==> src/rtl/vidc_defs.svh <==
// Constants of the vectored interrupt chain block.
// Assumes inclusion by bare name from the rtl folder.
`ifndef VIDC_DEFS_SVH
`define VIDC_DEFS_SVH

`define VIDC_ADDR_CTRL    8'h00
`define VIDC_ADDR_VECTOR  8'h04
`define VIDC_ADDR_MASK    8'h08
`define VIDC_ADDR_SOURCES 8'h0c
`define VIDC_ADDR_STATUS  8'h10
`define VIDC_ADDR_IRQ_ST  8'h14
`define VIDC_ADDR_IRQ_EN  8'h18
`define VIDC_ADDR_IRQ_CLR 8'h1c

`define VIDC_CMD_CHAIN    0
`define VIDC_CMD_PLAIN    1
`define VIDC_CMD_CLR_IUS  2

`define VIDC_EV_ACK       0
`define VIDC_EV_CLR       1
`define VIDC_EV_BLOCKED   2

`define VIDC_RESP_OKAY    2'b00
`define VIDC_RESP_SLVERR  2'b10
`define VIDC_VECTOR_RST   8'h0f
`define VIDC_MASK_RST     8'h00

`endif

==> src/rtl/vidc_pkg.sv <==
// Types of the vectored interrupt chain block.
// Assumes nothing beyond the defines header.
package vidc_pkg;
    typedef struct packed {
        logic       ack_input_n;
        logic       chain_enable_in;
    } vidc_host_in_t;

    typedef struct packed {
        logic       irq_request_n;
        logic       chain_enable_out;
        logic [7:0] data_out;
        logic       data_oe;
    } vidc_host_out_t;

    typedef enum logic [3:0] {
        VIDC_IDLE    = 4'b0001,
        VIDC_REQUEST = 4'b0010,
        VIDC_VECTOR  = 4'b0100,
        VIDC_SERVICE = 4'b1000
    } vidc_state_t;
endpackage

==> src/rtl/vidc_top.sv <==
// Vectored interrupt request, acknowledge and priority chain logic.
// Assumes host pins are asynchronous and software uses AXI4-Lite on aclk.
//
// Overview of operation
// After reset the block is in plain mode and enters chain mode only on the mode-select command.
// A pending request drives irq_request_n low.
// The host answers a request with an acknowledge.
// On acknowledge the block drives its vector register onto the data bus.
// The host reads the vector during the acknowledge and branches.
// Chain-enable pins act only in chain mode and are active high.
// With chain enable high, sources not masked may request.
// With chain enable low, no request reaches the host.
// Chain-enable out is high only with input high, nothing pending and nothing in service.
// After service chain-enable out stays low until the clear-in-service command.
// Software ends each service routine with the clear-in-service command.
// A blocked device stays silent until its upstream chain output returns high.
// An asserted acknowledge means the next cycle is the vector cycle.
// The in-service flag sets on vector delivery in chain mode only and clears on command or reset.
//
// Register access over AXI4-Lite and the address map were decided locally.
`timescale 1ns/1ps
`include "vidc_defs.svh"
module vidc_top (
    // Clock and reset
    input  wire logic            aclk,
    input  wire logic            aresetn,
    // AXI4-Lite slave
    input  wire logic [7:0]      s_awaddr,
    input  wire logic            s_awvalid,
    output logic                 s_awready,
    input  wire logic [31:0]     s_wdata,
    input  wire logic [3:0]      s_wstrb,
    input  wire logic            s_wvalid,
    output logic                 s_wready,
    output logic [1:0]           s_bresp,
    output logic                 s_bvalid,
    input  wire logic            s_bready,
    input  wire logic [7:0]      s_araddr,
    input  wire logic            s_arvalid,
    output logic                 s_arready,
    output logic [31:0]          s_rdata,
    output logic [1:0]           s_rresp,
    output logic                 s_rvalid,
    input  wire logic            s_rready,
    // Interrupt sources and host pins
    input  wire logic [7:0]      src_req,
    input  vidc_pkg::vidc_host_in_t  host_in,
    output vidc_pkg::vidc_host_out_t host_out,
    // Block interrupt
    output logic                 irq
);
    import vidc_pkg::*;

    logic        wr_en, rd_en, wr_err, rd_err;
    logic [7:0]  wr_addr, rd_addr;
    logic [31:0] wr_data, rd_data;
    logic [3:0]  wr_strb;
    logic [1:0]  pins_s;

    vidc_axil u_axil (
        .aclk      (aclk),
        .aresetn   (aresetn),
        .s_awaddr  (s_awaddr),
        .s_awvalid (s_awvalid),
        .s_awready (s_awready),
        .s_wdata   (s_wdata),
        .s_wstrb   (s_wstrb),
        .s_wvalid  (s_wvalid),
        .s_wready  (s_wready),
        .s_bresp   (s_bresp),
        .s_bvalid  (s_bvalid),
        .s_bready  (s_bready),
        .s_araddr  (s_araddr),
        .s_arvalid (s_arvalid),
        .s_arready (s_arready),
        .s_rdata   (s_rdata),
        .s_rresp   (s_rresp),
        .s_rvalid  (s_rvalid),
        .s_rready  (s_rready),
        .wr_en     (wr_en),
        .wr_addr   (wr_addr),
        .wr_data   (wr_data),
        .wr_strb   (wr_strb),
        .wr_err    (wr_err),
        .rd_en     (rd_en),
        .rd_addr   (rd_addr),
        .rd_data   (rd_data),
        .rd_err    (rd_err)
    );

    // Pin synchroniser; ack idles high, chain input idles low
    vidc_sync #(.W(2), .INIT(2'b10)) u_sync (
        .aclk    (aclk),
        .aresetn (aresetn),
        .d       ({host_in.ack_input_n, host_in.chain_enable_in}),
        .q       (pins_s)
    );

    logic ack_s, cei_s;
    assign ack_s = ~pins_s[1];
    assign cei_s = pins_s[0];

    function automatic logic is_addr(input logic [7:0] a, input logic [7:0] ref_a);
        is_addr = (a == ref_a);
    endfunction

    // Software state
    logic        chain_mode_reg, chain_mode_next;
    logic [7:0]  vector_holding_register, vector_next;
    logic [7:0]  source_mask_register, mask_next;
    logic [2:0]  ev_st_reg, ev_st_next, ev_en_reg, ev_en_next;
    logic        clear_in_service_command;
    logic [2:0]  ev_clr;
    // Chain state
    vidc_state_t state_reg, state_next;
    logic        in_service_reg, in_service_next;
    logic        ack_prev_reg, ack_prev_next;
    logic        cei_prev_reg;
    logic        irq_n_reg, irq_n_next, ceo_reg, ceo_next;
    logic [7:0]  data_reg, data_next;
    logic        oe_reg, oe_next, irq_reg, irq_next;
    logic        pending, gate_open, ack_rise;
    logic [2:0]  ev_set;

    assign pending   = |(src_req & source_mask_register);
    assign gate_open = ~chain_mode_reg | cei_s;
    assign ack_rise  = ack_s & ~ack_prev_reg;

    // Register writes and commands
    always_comb begin
        chain_mode_next = chain_mode_reg;
        vector_next     = vector_holding_register;
        mask_next       = source_mask_register;
        ev_en_next      = ev_en_reg;
        ev_clr          = 3'h0;
        clear_in_service_command = 1'b0;
        wr_err          = 1'b0;
        if (wr_en) begin
            if (is_addr(wr_addr, `VIDC_ADDR_CTRL)) begin
                if (wr_strb[0] && wr_data[`VIDC_CMD_CHAIN]) begin
                    chain_mode_next = 1'b1;
                end else if (wr_strb[0] && wr_data[`VIDC_CMD_PLAIN]) begin
                    chain_mode_next = 1'b0;
                end
                clear_in_service_command = wr_strb[0] & wr_data[`VIDC_CMD_CLR_IUS];
            end else if (is_addr(wr_addr, `VIDC_ADDR_VECTOR)) begin
                if (wr_strb[0]) vector_next = wr_data[7:0];
            end else if (is_addr(wr_addr, `VIDC_ADDR_MASK)) begin
                if (wr_strb[0]) mask_next = wr_data[7:0];
            end else if (is_addr(wr_addr, `VIDC_ADDR_IRQ_EN)) begin
                if (wr_strb[0]) ev_en_next = wr_data[2:0];
            end else if (is_addr(wr_addr, `VIDC_ADDR_IRQ_CLR)) begin
                if (wr_strb[0]) ev_clr = wr_data[2:0];
            end else if (!is_addr(wr_addr, `VIDC_ADDR_SOURCES) && !is_addr(wr_addr, `VIDC_ADDR_STATUS)
                         && !is_addr(wr_addr, `VIDC_ADDR_IRQ_ST)) begin
                wr_err = 1'b1;
            end
        end
        if (!aresetn) begin
            chain_mode_next = 1'b0;
            vector_next     = `VIDC_VECTOR_RST;
            mask_next       = `VIDC_MASK_RST;
            ev_en_next      = 3'h0;
        end
    end

    // Register reads
    always_comb begin
        rd_data = 32'h0000_0000;
        rd_err  = 1'b0;
        if (is_addr(rd_addr, `VIDC_ADDR_CTRL)) begin
            rd_data = {31'h0, chain_mode_reg};
        end else if (is_addr(rd_addr, `VIDC_ADDR_VECTOR)) begin
            rd_data = {24'h0, vector_holding_register};
        end else if (is_addr(rd_addr, `VIDC_ADDR_MASK)) begin
            rd_data = {24'h0, source_mask_register};
        end else if (is_addr(rd_addr, `VIDC_ADDR_SOURCES)) begin
            rd_data = {24'h0, src_req};
        end else if (is_addr(rd_addr, `VIDC_ADDR_STATUS)) begin
            rd_data = {24'h0, state_reg, cei_s, ceo_reg, ~irq_n_reg, in_service_reg};
        end else if (is_addr(rd_addr, `VIDC_ADDR_IRQ_ST)) begin
            rd_data = {29'h0, ev_st_reg};
        end else if (is_addr(rd_addr, `VIDC_ADDR_IRQ_EN)) begin
            rd_data = {29'h0, ev_en_reg};
        end else if (!is_addr(rd_addr, `VIDC_ADDR_IRQ_CLR)) begin
            rd_err = 1'b1;
        end
    end

    // Chain and acknowledge sequencer
    always_comb begin
        state_next      = state_reg;
        in_service_next = in_service_reg;
        ack_prev_next   = ack_s;
        data_next       = data_reg;
        oe_next         = 1'b0;
        ev_set          = 3'h0;
        case (state_reg)
            VIDC_IDLE: begin
                if (pending && gate_open && !in_service_reg) state_next = VIDC_REQUEST;
            end
            VIDC_REQUEST: begin
                if (ack_rise) begin
                    state_next = VIDC_VECTOR;
                    data_next  = vector_holding_register;
                    oe_next    = 1'b1;
                    ev_set[`VIDC_EV_ACK] = 1'b1;
                end else if (!pending || !gate_open) begin
                    state_next = VIDC_IDLE;
                end
            end
            VIDC_VECTOR: begin
                if (ack_s) begin
                    oe_next = 1'b1;
                end else begin
                    state_next      = chain_mode_reg ? VIDC_SERVICE : VIDC_IDLE;
                    in_service_next = chain_mode_reg;
                end
            end
            VIDC_SERVICE: begin
                if (!in_service_reg) state_next = VIDC_IDLE;
            end
            default: state_next = VIDC_IDLE;
        endcase
        if (clear_in_service_command) begin
            in_service_next = 1'b0;
            ev_set[`VIDC_EV_CLR] = in_service_reg;
        end
        if (state_reg == VIDC_VECTOR && !ack_s && chain_mode_reg) in_service_next = 1'b1;
        ev_set[`VIDC_EV_BLOCKED] = chain_mode_reg & cei_prev_reg & ~cei_s;
        if (!aresetn) begin
            state_next      = VIDC_IDLE;
            in_service_next = 1'b0;
            ack_prev_next   = 1'b0;
            data_next       = 8'h00;
            oe_next         = 1'b0;
        end
    end

    // Pin outputs and event flags; set wins over clear
    always_comb begin
        irq_n_next = ~(state_reg == VIDC_REQUEST && pending && gate_open);
        ceo_next   = chain_mode_reg & cei_s & ~pending & ~in_service_reg
                     & (state_reg == VIDC_IDLE);
        ev_st_next = (ev_st_reg & ~ev_clr) | ev_set;
        irq_next   = |(ev_st_reg & ev_en_reg);
        if (!aresetn) begin
            irq_n_next = 1'b1;
            ceo_next   = 1'b0;
            ev_st_next = 3'h0;
            irq_next   = 1'b0;
        end
    end

    always_ff @(posedge aclk) begin
        chain_mode_reg          <= chain_mode_next;
        vector_holding_register <= vector_next;
        source_mask_register    <= mask_next;
        ev_en_reg               <= ev_en_next;
        ev_st_reg               <= ev_st_next;
        state_reg               <= state_next;
        in_service_reg          <= in_service_next;
        ack_prev_reg            <= ack_prev_next;
        cei_prev_reg            <= aresetn ? cei_s : 1'b0;
        irq_n_reg               <= irq_n_next;
        ceo_reg                 <= ceo_next;
        data_reg                <= data_next;
        oe_reg                  <= oe_next;
        irq_reg                 <= irq_next;
    end

    assign host_out.irq_request_n    = irq_n_reg;
    assign host_out.chain_enable_out = ceo_reg;
    assign host_out.data_out         = data_reg;
    assign host_out.data_oe          = oe_reg;
    assign irq                       = irq_reg;

    // Checks
    chk_reset_plain: assert property (@(posedge aclk) !aresetn |=> !chain_mode_reg)
        else $error("mode not plain after reset");
    chk_req_low: assert property (@(posedge aclk) disable iff (!aresetn)
        (state_reg == VIDC_REQUEST && pending && gate_open) |=> !host_out.irq_request_n)
        else $error("request not driven");
    chk_vector_out: assert property (@(posedge aclk) disable iff (!aresetn)
        (state_reg == VIDC_REQUEST && ack_rise) |=> (host_out.data_oe
        && host_out.data_out == $past(vector_holding_register)))
        else $error("vector missing on acknowledge");
    chk_plain_ceo: assert property (@(posedge aclk) disable iff (!aresetn)
        !chain_mode_reg |=> !host_out.chain_enable_out)
        else $error("chain out active in plain mode");
    chk_mask_gate: assert property (@(posedge aclk) disable iff (!aresetn)
        (state_reg == VIDC_REQUEST && !pending) |=> host_out.irq_request_n)
        else $error("masked source requested");
    chk_block_all: assert property (@(posedge aclk) disable iff (!aresetn)
        (chain_mode_reg && !cei_s) |=> host_out.irq_request_n)
        else $error("request while chain input low");
    chk_ceo_cond: assert property (@(posedge aclk) disable iff (!aresetn)
        host_out.chain_enable_out |-> ($past(cei_s) && !$past(pending) && !$past(in_service_reg)))
        else $error("chain out high wrongly");
    chk_ius_hold: assert property (@(posedge aclk) disable iff (!aresetn)
        (in_service_reg && !clear_in_service_command) |=> in_service_reg ##1 !host_out.chain_enable_out)
        else $error("in service dropped without command");
    cov_ack: cover property (@(posedge aclk) disable iff (!aresetn) state_reg == VIDC_VECTOR);
    cov_service: cover property (@(posedge aclk) disable iff (!aresetn) in_service_reg ##1 !in_service_reg);
    cov_blocked: cover property (@(posedge aclk) disable iff (!aresetn) ev_set[`VIDC_EV_BLOCKED]);
endmodule

==> src/rtl/vidc_sync.sv <==
// Two-flop synchroniser for pin inputs.
// Assumes a single clock domain on aclk.
`timescale 1ns/1ps
module vidc_sync #(
    parameter int W = 2,
    parameter logic [W-1:0] INIT = '0
) (
    // Clock and reset
    input  wire logic         aclk,
    input  wire logic         aresetn,
    // Data
    input  wire logic [W-1:0] d,
    output logic      [W-1:0] q
);
    logic [W-1:0] meta_reg;
    logic [W-1:0] meta_next;
    logic [W-1:0] q_next;

    always_comb begin
        meta_next = aresetn ? d : INIT;
        q_next    = aresetn ? meta_reg : INIT;
    end

    always_ff @(posedge aclk) begin
        meta_reg <= meta_next;
        q        <= q_next;
    end
endmodule

==> src/rtl/vidc_axil.sv <==
// AXI4-Lite slave front end: one write and one read at a time.
// Assumes a single clock domain; register decode is outside.
`timescale 1ns/1ps
module vidc_axil (
    // Clock and reset
    input  wire logic        aclk,
    input  wire logic        aresetn,
    // AXI4-Lite slave
    input  wire logic [7:0]  s_awaddr,
    input  wire logic        s_awvalid,
    output logic             s_awready,
    input  wire logic [31:0] s_wdata,
    input  wire logic [3:0]  s_wstrb,
    input  wire logic        s_wvalid,
    output logic             s_wready,
    output logic [1:0]       s_bresp,
    output logic             s_bvalid,
    input  wire logic        s_bready,
    input  wire logic [7:0]  s_araddr,
    input  wire logic        s_arvalid,
    output logic             s_arready,
    output logic [31:0]      s_rdata,
    output logic [1:0]       s_rresp,
    output logic             s_rvalid,
    input  wire logic        s_rready,
    // Register side
    output logic             wr_en,
    output logic [7:0]       wr_addr,
    output logic [31:0]      wr_data,
    output logic [3:0]       wr_strb,
    input  wire logic        wr_err,
    output logic             rd_en,
    output logic [7:0]       rd_addr,
    input  wire logic [31:0] rd_data,
    input  wire logic        rd_err
);
    logic        aw_reg, aw_next, w_reg, w_next, b_reg, b_next, r_reg, r_next;
    logic [7:0]  awa_reg, awa_next;
    logic [31:0] wd_reg, wd_next, rd_reg, rd_next;
    logic [3:0]  ws_reg, ws_next;
    logic [1:0]  br_reg, br_next, rr_reg, rr_next;

    assign s_awready = ~aw_reg & ~b_reg;
    assign s_wready  = ~w_reg & ~b_reg;
    assign s_arready = ~r_reg;
    assign s_bvalid  = b_reg;
    assign s_bresp   = br_reg;
    assign s_rvalid  = r_reg;
    assign s_rresp   = rr_reg;
    assign s_rdata   = rd_reg;
    assign wr_en     = aw_reg & w_reg & ~b_reg;
    assign wr_addr   = awa_reg;
    assign wr_data   = wd_reg;
    assign wr_strb   = ws_reg;
    assign rd_en     = s_arvalid & ~r_reg;
    assign rd_addr   = s_araddr;

    always_comb begin
        aw_next = aw_reg; w_next = w_reg; b_next = b_reg; r_next = r_reg;
        awa_next = awa_reg; wd_next = wd_reg; ws_next = ws_reg;
        br_next = br_reg; rr_next = rr_reg; rd_next = rd_reg;
        if (s_awvalid && s_awready) begin
            aw_next  = 1'b1;
            awa_next = s_awaddr;
        end
        if (s_wvalid && s_wready) begin
            w_next  = 1'b1;
            wd_next = s_wdata;
            ws_next = s_wstrb;
        end
        if (wr_en) begin
            aw_next = 1'b0;
            w_next  = 1'b0;
            b_next  = 1'b1;
            br_next = wr_err ? `VIDC_RESP_SLVERR : `VIDC_RESP_OKAY;
        end else if (b_reg && s_bready) begin
            b_next = 1'b0;
        end
        if (rd_en) begin
            r_next  = 1'b1;
            rd_next = rd_data;
            rr_next = rd_err ? `VIDC_RESP_SLVERR : `VIDC_RESP_OKAY;
        end else if (r_reg && s_rready) begin
            r_next = 1'b0;
        end
        if (!aresetn) begin
            aw_next = 1'b0; w_next = 1'b0; b_next = 1'b0; r_next = 1'b0;
            awa_next = 8'h00; wd_next = 32'h0000_0000; ws_next = 4'h0;
            br_next = 2'h0; rr_next = 2'h0; rd_next = 32'h0000_0000;
        end
    end

    always_ff @(posedge aclk) begin
        aw_reg <= aw_next; w_reg <= w_next; b_reg <= b_next; r_reg <= r_next;
        awa_reg <= awa_next; wd_reg <= wd_next; ws_reg <= ws_next;
        br_reg <= br_next; rr_reg <= rr_next; rd_reg <= rd_next;
    end
endmodule

==> config.mk <==
export PLATFORM = sky130hd
export DESIGN_NAME = vidc_top
export DESIGN_NICKNAME = d
export VERILOG_FILES = /design/src/rtl/vidc_pkg.sv /design/src/rtl/vidc_top.sv /design/src/rtl/vidc_sync.sv /design/src/rtl/vidc_axil.sv
export VERILOG_INCLUDE_DIRS = /design/src /design/src/rtl
export SDC_FILE = /design/constraint.sdc
export NUM_CORES = 1
export LEC_CHECK = 0
export ABC_CLOCK_PERIOD_IN_PS = 2500
export BUFFER_PORTS_ARGS = -buffer_cell sky130_fd_sc_hd__buf_2
export CAP_MARGIN = 5
export CORE_UTILIZATION = 49
export DETAILED_ROUTE_END_ITERATION = 10
export MAX_ROUTING_LAYER = met4
export PLACE_DENSITY = 0.85
export SLEW_MARGIN = 0
export SYNTH_ARGS = -nofsm -noshare
export SYNTH_HDL_FRONTEND = slang
export SYNTH_SLANG_ARGS = --single-unit
==> constraint.sdc <==
create_clock -name aclk -period 2.5 [get_ports aclk]
set_input_delay 0.125 -clock aclk [delete_from_list [all_inputs] [get_ports aclk]]
set_output_delay 0.125 -clock aclk [all_outputs]
set_load 0.01 [all_outputs]
# [Word level (Yosys, flattened, before mapping)]
# Cells that the tools add are included.
[op_classes] n_mux=55 bitwise_logic=35 n_eq_ne=22 n_reduce_logical=38
[op_table] cell="$eq 8x5->1 const B" n=8
[op_table] cell="$mux 8" n=5
[op_table] cell="$eq 8x4->1 const B" n=4
[op_table] cell="$mux 1" n=31
[op_table] cell="$mux 3" n=9
[op_table] cell="$mux 4" n=6
[op_table] cell="$eq 8x3->1 const B" n=2
[op_table] cell="$logic_not 8->1" n=2
[op_table] cell="$not 1->1" n=16
[op_table] cell="$pmux 4 s4" n=1
[op_table] cell="$logic_and 1x1->1" n=14
[op_table] cell="$and 1x1->1" n=13
[op_table] cell="$and 8x8->8" n=1
[op_table] cell="$reduce_and 4->1" n=2
[op_table] cell="$reduce_or 8->1" n=1
[op_table] cell="$and 3x3->3" n=2
[op_table] cell="$logic_not 1->1" n=6
[op_table] cell="$reduce_and 6->1" n=1
[op_table] cell="$reduce_bool 2->1" n=3
[op_table] cell="$reduce_bool 3->1" n=2
[op_table] cell="$reduce_and 5->1" n=1
[op_table] cell="$eq 4x1->1 const B" n=1
[op_table] cell="$eq 4x2->1 const B" n=1
[op_table] cell="$eq 4x3->1 const B" n=1
[op_table] cell="14 further kinds" n=17
[word_totals] out_inout_bits=53 in_bits=69 register_bits=103 wordCells=176

# [Logic depth before layout (Yosys ltp)]
[depth] word_depth=12 ltp_mapped=6 mapped_depth_nobuf=4

# [Hierarchy]
# A second synthesis with hierarchy kept.
[hier_totals] cells_unflattened=651 hier_area_um2=5445.2
[by_module_without_submodules] module="vidc_axil" cells_each=376 seq_area_each_um2=1641.6 instances=1 area_per_inst_um2=3135.5
[by_module_without_submodules] module="vidc_top" cells_each=267 seq_area_each_um2=840.8 instances=1 area_per_inst_um2=2204.6
[by_module_without_submodules] module="vidc_sync" cells_each=8 seq_area_each_um2=80.1 instances=1 area_per_inst_um2=105.1

# [Least setup slack after synthesis]
# OpenSTA, ideal clock, no wires.
[synth_path] kind="register to register" from="register u_axil.awa_reg[1], in the netlist u_axil.wr_addr[1]" to="register chain_mode_reg" slack_ps=602 t_required_ps=2368 setup_time_ps=132 arrival_time_ps=1766 synth_period_minus_slack_ps=1898 path_stages_with_launch=6 n_path_buf=1 cell_sequence="dfxtp_1 > or4_4 > or4_1 > clkbuf_2 > o41ai_2 > a21oi_1"
[synth_via] elab_chain_len=2
[synth_rtl] element="start: declaration" line_no="vidc_axil.sv:38" text="logic [7:0] awa_reg, awa_next;"
[synth_rtl] element="start signal: assignment" line_no="vidc_axil.sv:95" text="awa_reg <= awa_next; wd_reg <= wd_next; ws_reg <= ws_next;"
[synth_rtl] element="$logic_not 8->1" line_no="vidc_top.sv:104" text="is_addr = (a == ref_a);"
[synth_rtl] element="$reduce_and 3->1 (no source line)"
[synth_rtl] element="end signal: assignment" line_no="vidc_top.sv:256" text="chain_mode_reg <= chain_mode_next;"
[synth_rtl] element="end: declaration" line_no="vidc_top.sv:108" text="logic chain_mode_reg, chain_mode_next;"
# Every way passes these cells.
# A chain may end at the register's enable or synchronous reset.

# [Final worst setup path]
# Same ends and word-level chain as after synthesis.

==> run summary <==
Run status -> finished, final reports clean
Violation count after the first detailed-route iteration -> 195
Syn. warnings -> 0
Global-route usage over all layers -> 0.233
Max-slew headroom -> 0.521
# hold bufs at CTS -> 5
Post-route cell area -> 0.00427 mm^2
Pin slew with the least headroom to its limit -> 718 ps
Type of the setup path with the least slack -> reg -> reg
CTS H-tree depth -> 3
Clock latency on the worst-skew pair -> 350 ps
DR DRC count -> 0
Mean cell area of the mapped netlist -> 8.15 um^2
# clock sinks -> 77
Cell chosen for the clock root -> clkbuf_8
EDFF count, synth -> 0
# placed instances -> 591
Cell variety after synth -> 54
Placed instance area -> 0.00392 mm^2
Crit path arrival time -> 2290 ps
Total number of nets in the final design -> 577
Die extent in y -> 88.2 um
Via total after detailed routing -> 3362
Worst-path clk slew -> 80 ps
Port Buf Inserts -> 68
Gate Count Post-Synth -> 447
Growth of design area from synthesis to finish -> 17.1%
Dominant cell by count in the synthesized netlist -> nand2_1
Power density over the cells -> 674 mW/mm^2
Worst setup skew after layout -> 9.05 ps
Type of the worst min-delay path -> in -> reg
Post-placement setup slack -> 445 ps
Placed wire-length estimate after detailed placement -> 5.99 mm
Share of post-route cells with drive strength above 1 -> 0.187
Post-CTS setup repair buffer count -> 0
Antenna Violating Nets Remaining -> 0
RSZ-0062 raised after global routing -> false
Num CTS Buffers -> 9
Maximum count of clock buffers along a single path -> 2
Setup Viol. Count Final -> 0
Leading area contributor after synthesis -> dfxtp_1
Reported max-cap violation count -> 0
Number of iterations in the first detailed-routing pass -> 7
Final Max Slew Viols -> 0
Final period utilization -> 0.825
TritonCTS clock tree -> done
Synthesized flop and latch total -> 77
Total die area -> 0.00778 mm^2
Crit Path Max Fanout -> 9
Pin count of the biggest net entering global routing -> 40
Proportion of synthesized chip area in sequential cells -> 0.423
Share of synthesized registers carrying an async set or reset -> 0
Number of antenna violations at the first check in global routing -> 0
Global-route wire length before repair -> 13.6 mm
Number of gates resized after CTS -> 0
Antenna Diode Count -> 0
Critical Path RT -> 2730 ps
Sum of negative setup slack -> 0 ps
Main synth FF type -> dfxtp_1
Starting density of the core -> 0.505
Final critical-path setup slack -> 438 ps
Number of global-route vias before repair -> 2998
Routability cong. -> 0.888
Core box area -> 0.00721 mm^2
Post-synth top cells -> nand2_1 (92), dfxtp_1 (77), a21oi_1 (42)
Element type at the critical path start -> register
DR WL/cell -> 13.8 um
Detailed-route wire length -> 8.42 mm
Maximum clock frequency -> 485 MHz
Die W -> 88.2 um
Endpoints failing hold -> 0
Cell area after technology mapping -> 0.00364 mm^2
Number of standard cells in the final layout excluding fillers -> 612
Leak -> 1.77 nW
Area share of the leading cell type in the synthesized netlist -> 0.423
Largest voltage drop on the vdd net -> 0.424 mV
Ports placed on the boundary -> 122
Total chip power -> 2.88 mW
Final critical delay including setup and external delays -> 2060 ps
Kind of capture point of the worst setup path -> register
Average via count per standard cell -> 5.49
Standard-cell rows -> 31
Largest cells by area after synthesis -> dfxtp_1 (42%), nand2_1 (9.5%), buf_4 (6.0%)
Remaining global-route overflow -> 0
[metrics by stage]
step	hold slack [ps]	utilization
2_1_floorplan	226	-
5_1_grt	1.49	0.591
4_1_cts	0.355	0.591
3_3_place_gp	311	0.544
6_report	7.85	0.591
3_5_place_dp	313	0.544
[layout by cell type (no fill, tap or decap), types with 6 or more instances in the layout]
| cell type | synthesis | layout |
|---|---|---|
| a22oi_1 | 9 | 9 |
| nor2_1 | 19 | 19 |
| inv_1 | 6 | 6 |
| nand2_1 | 92 | 92 |
| buf_2 | 0 | 68 |
| nor2b_1 | 7 | 7 |
| conb_1 | 1 | 26 |
| nand4_1 | 7 | 7 |
| nand2b_1 | 14 | 14 |
| clkbuf_8 | 0 | 10 |
| nand3_1 | 15 | 15 |
| dfxtp_1 | 77 | 77 |
| o21ai_0 | 24 | 24 |
| a21oi_1 | 42 | 42 |
| mux2i_1 | 13 | 13 |
| and2_1 | 8 | 8 |
[where the power goes]
group	switching (mW)	internal (mW)
Combinational	0.149	0.0892
Sequential	0.0324	1.26
Clock	0.455	0.892
[cells by family after synthesis]
kind of cell              share of synthesized area
DFF                                           0.423
and+or+nand+nor                               0.262
muxes                                        0.0419
xor gates and xnor gates                    0.00241
other                                       0.00103
buffers and inverters                        0.0890
AOI/OAI and AO/OA                             0.180
[final timing paths]
path                                          end  slack, ps                from  cells after the start
worst max-delay path               chain_mode_reg        440   u_axil.wr_addr[1]                      4
worst min-delay path            u_axil.wr_addr[5]          8         s_awaddr[5]                      3
worst max register to register     chain_mode_reg        440   u_axil.wr_addr[1]                      4
worst min register to register        u_sync.q[1]        410  u_sync.meta_reg[1]                      1
[critical path, stage by stage, from the launching register on]
cell     delay [ps]
dfxtp_1         320
or4_4           560
or4_1           580
o41ai_2         370
a21oi_1         100
[final cells by class]
type	count	area (um^2)
clock buffer	10	138
clock inverter	6	158
fill	636	2950
inverter	6	22.5
multi-input combinational	338	1870
sequential	77	1540
tap	99	124
timing repair buffer	76	413
[routing by layer]
metal / GRT usage / routed length, um
met2: 0.365 / 3930
met3: 0.0569 / 704
met5: - / 0
met1: 0.297 / 3630
met4: 0.0762 / 162
(Power assumes the default switching activity.)
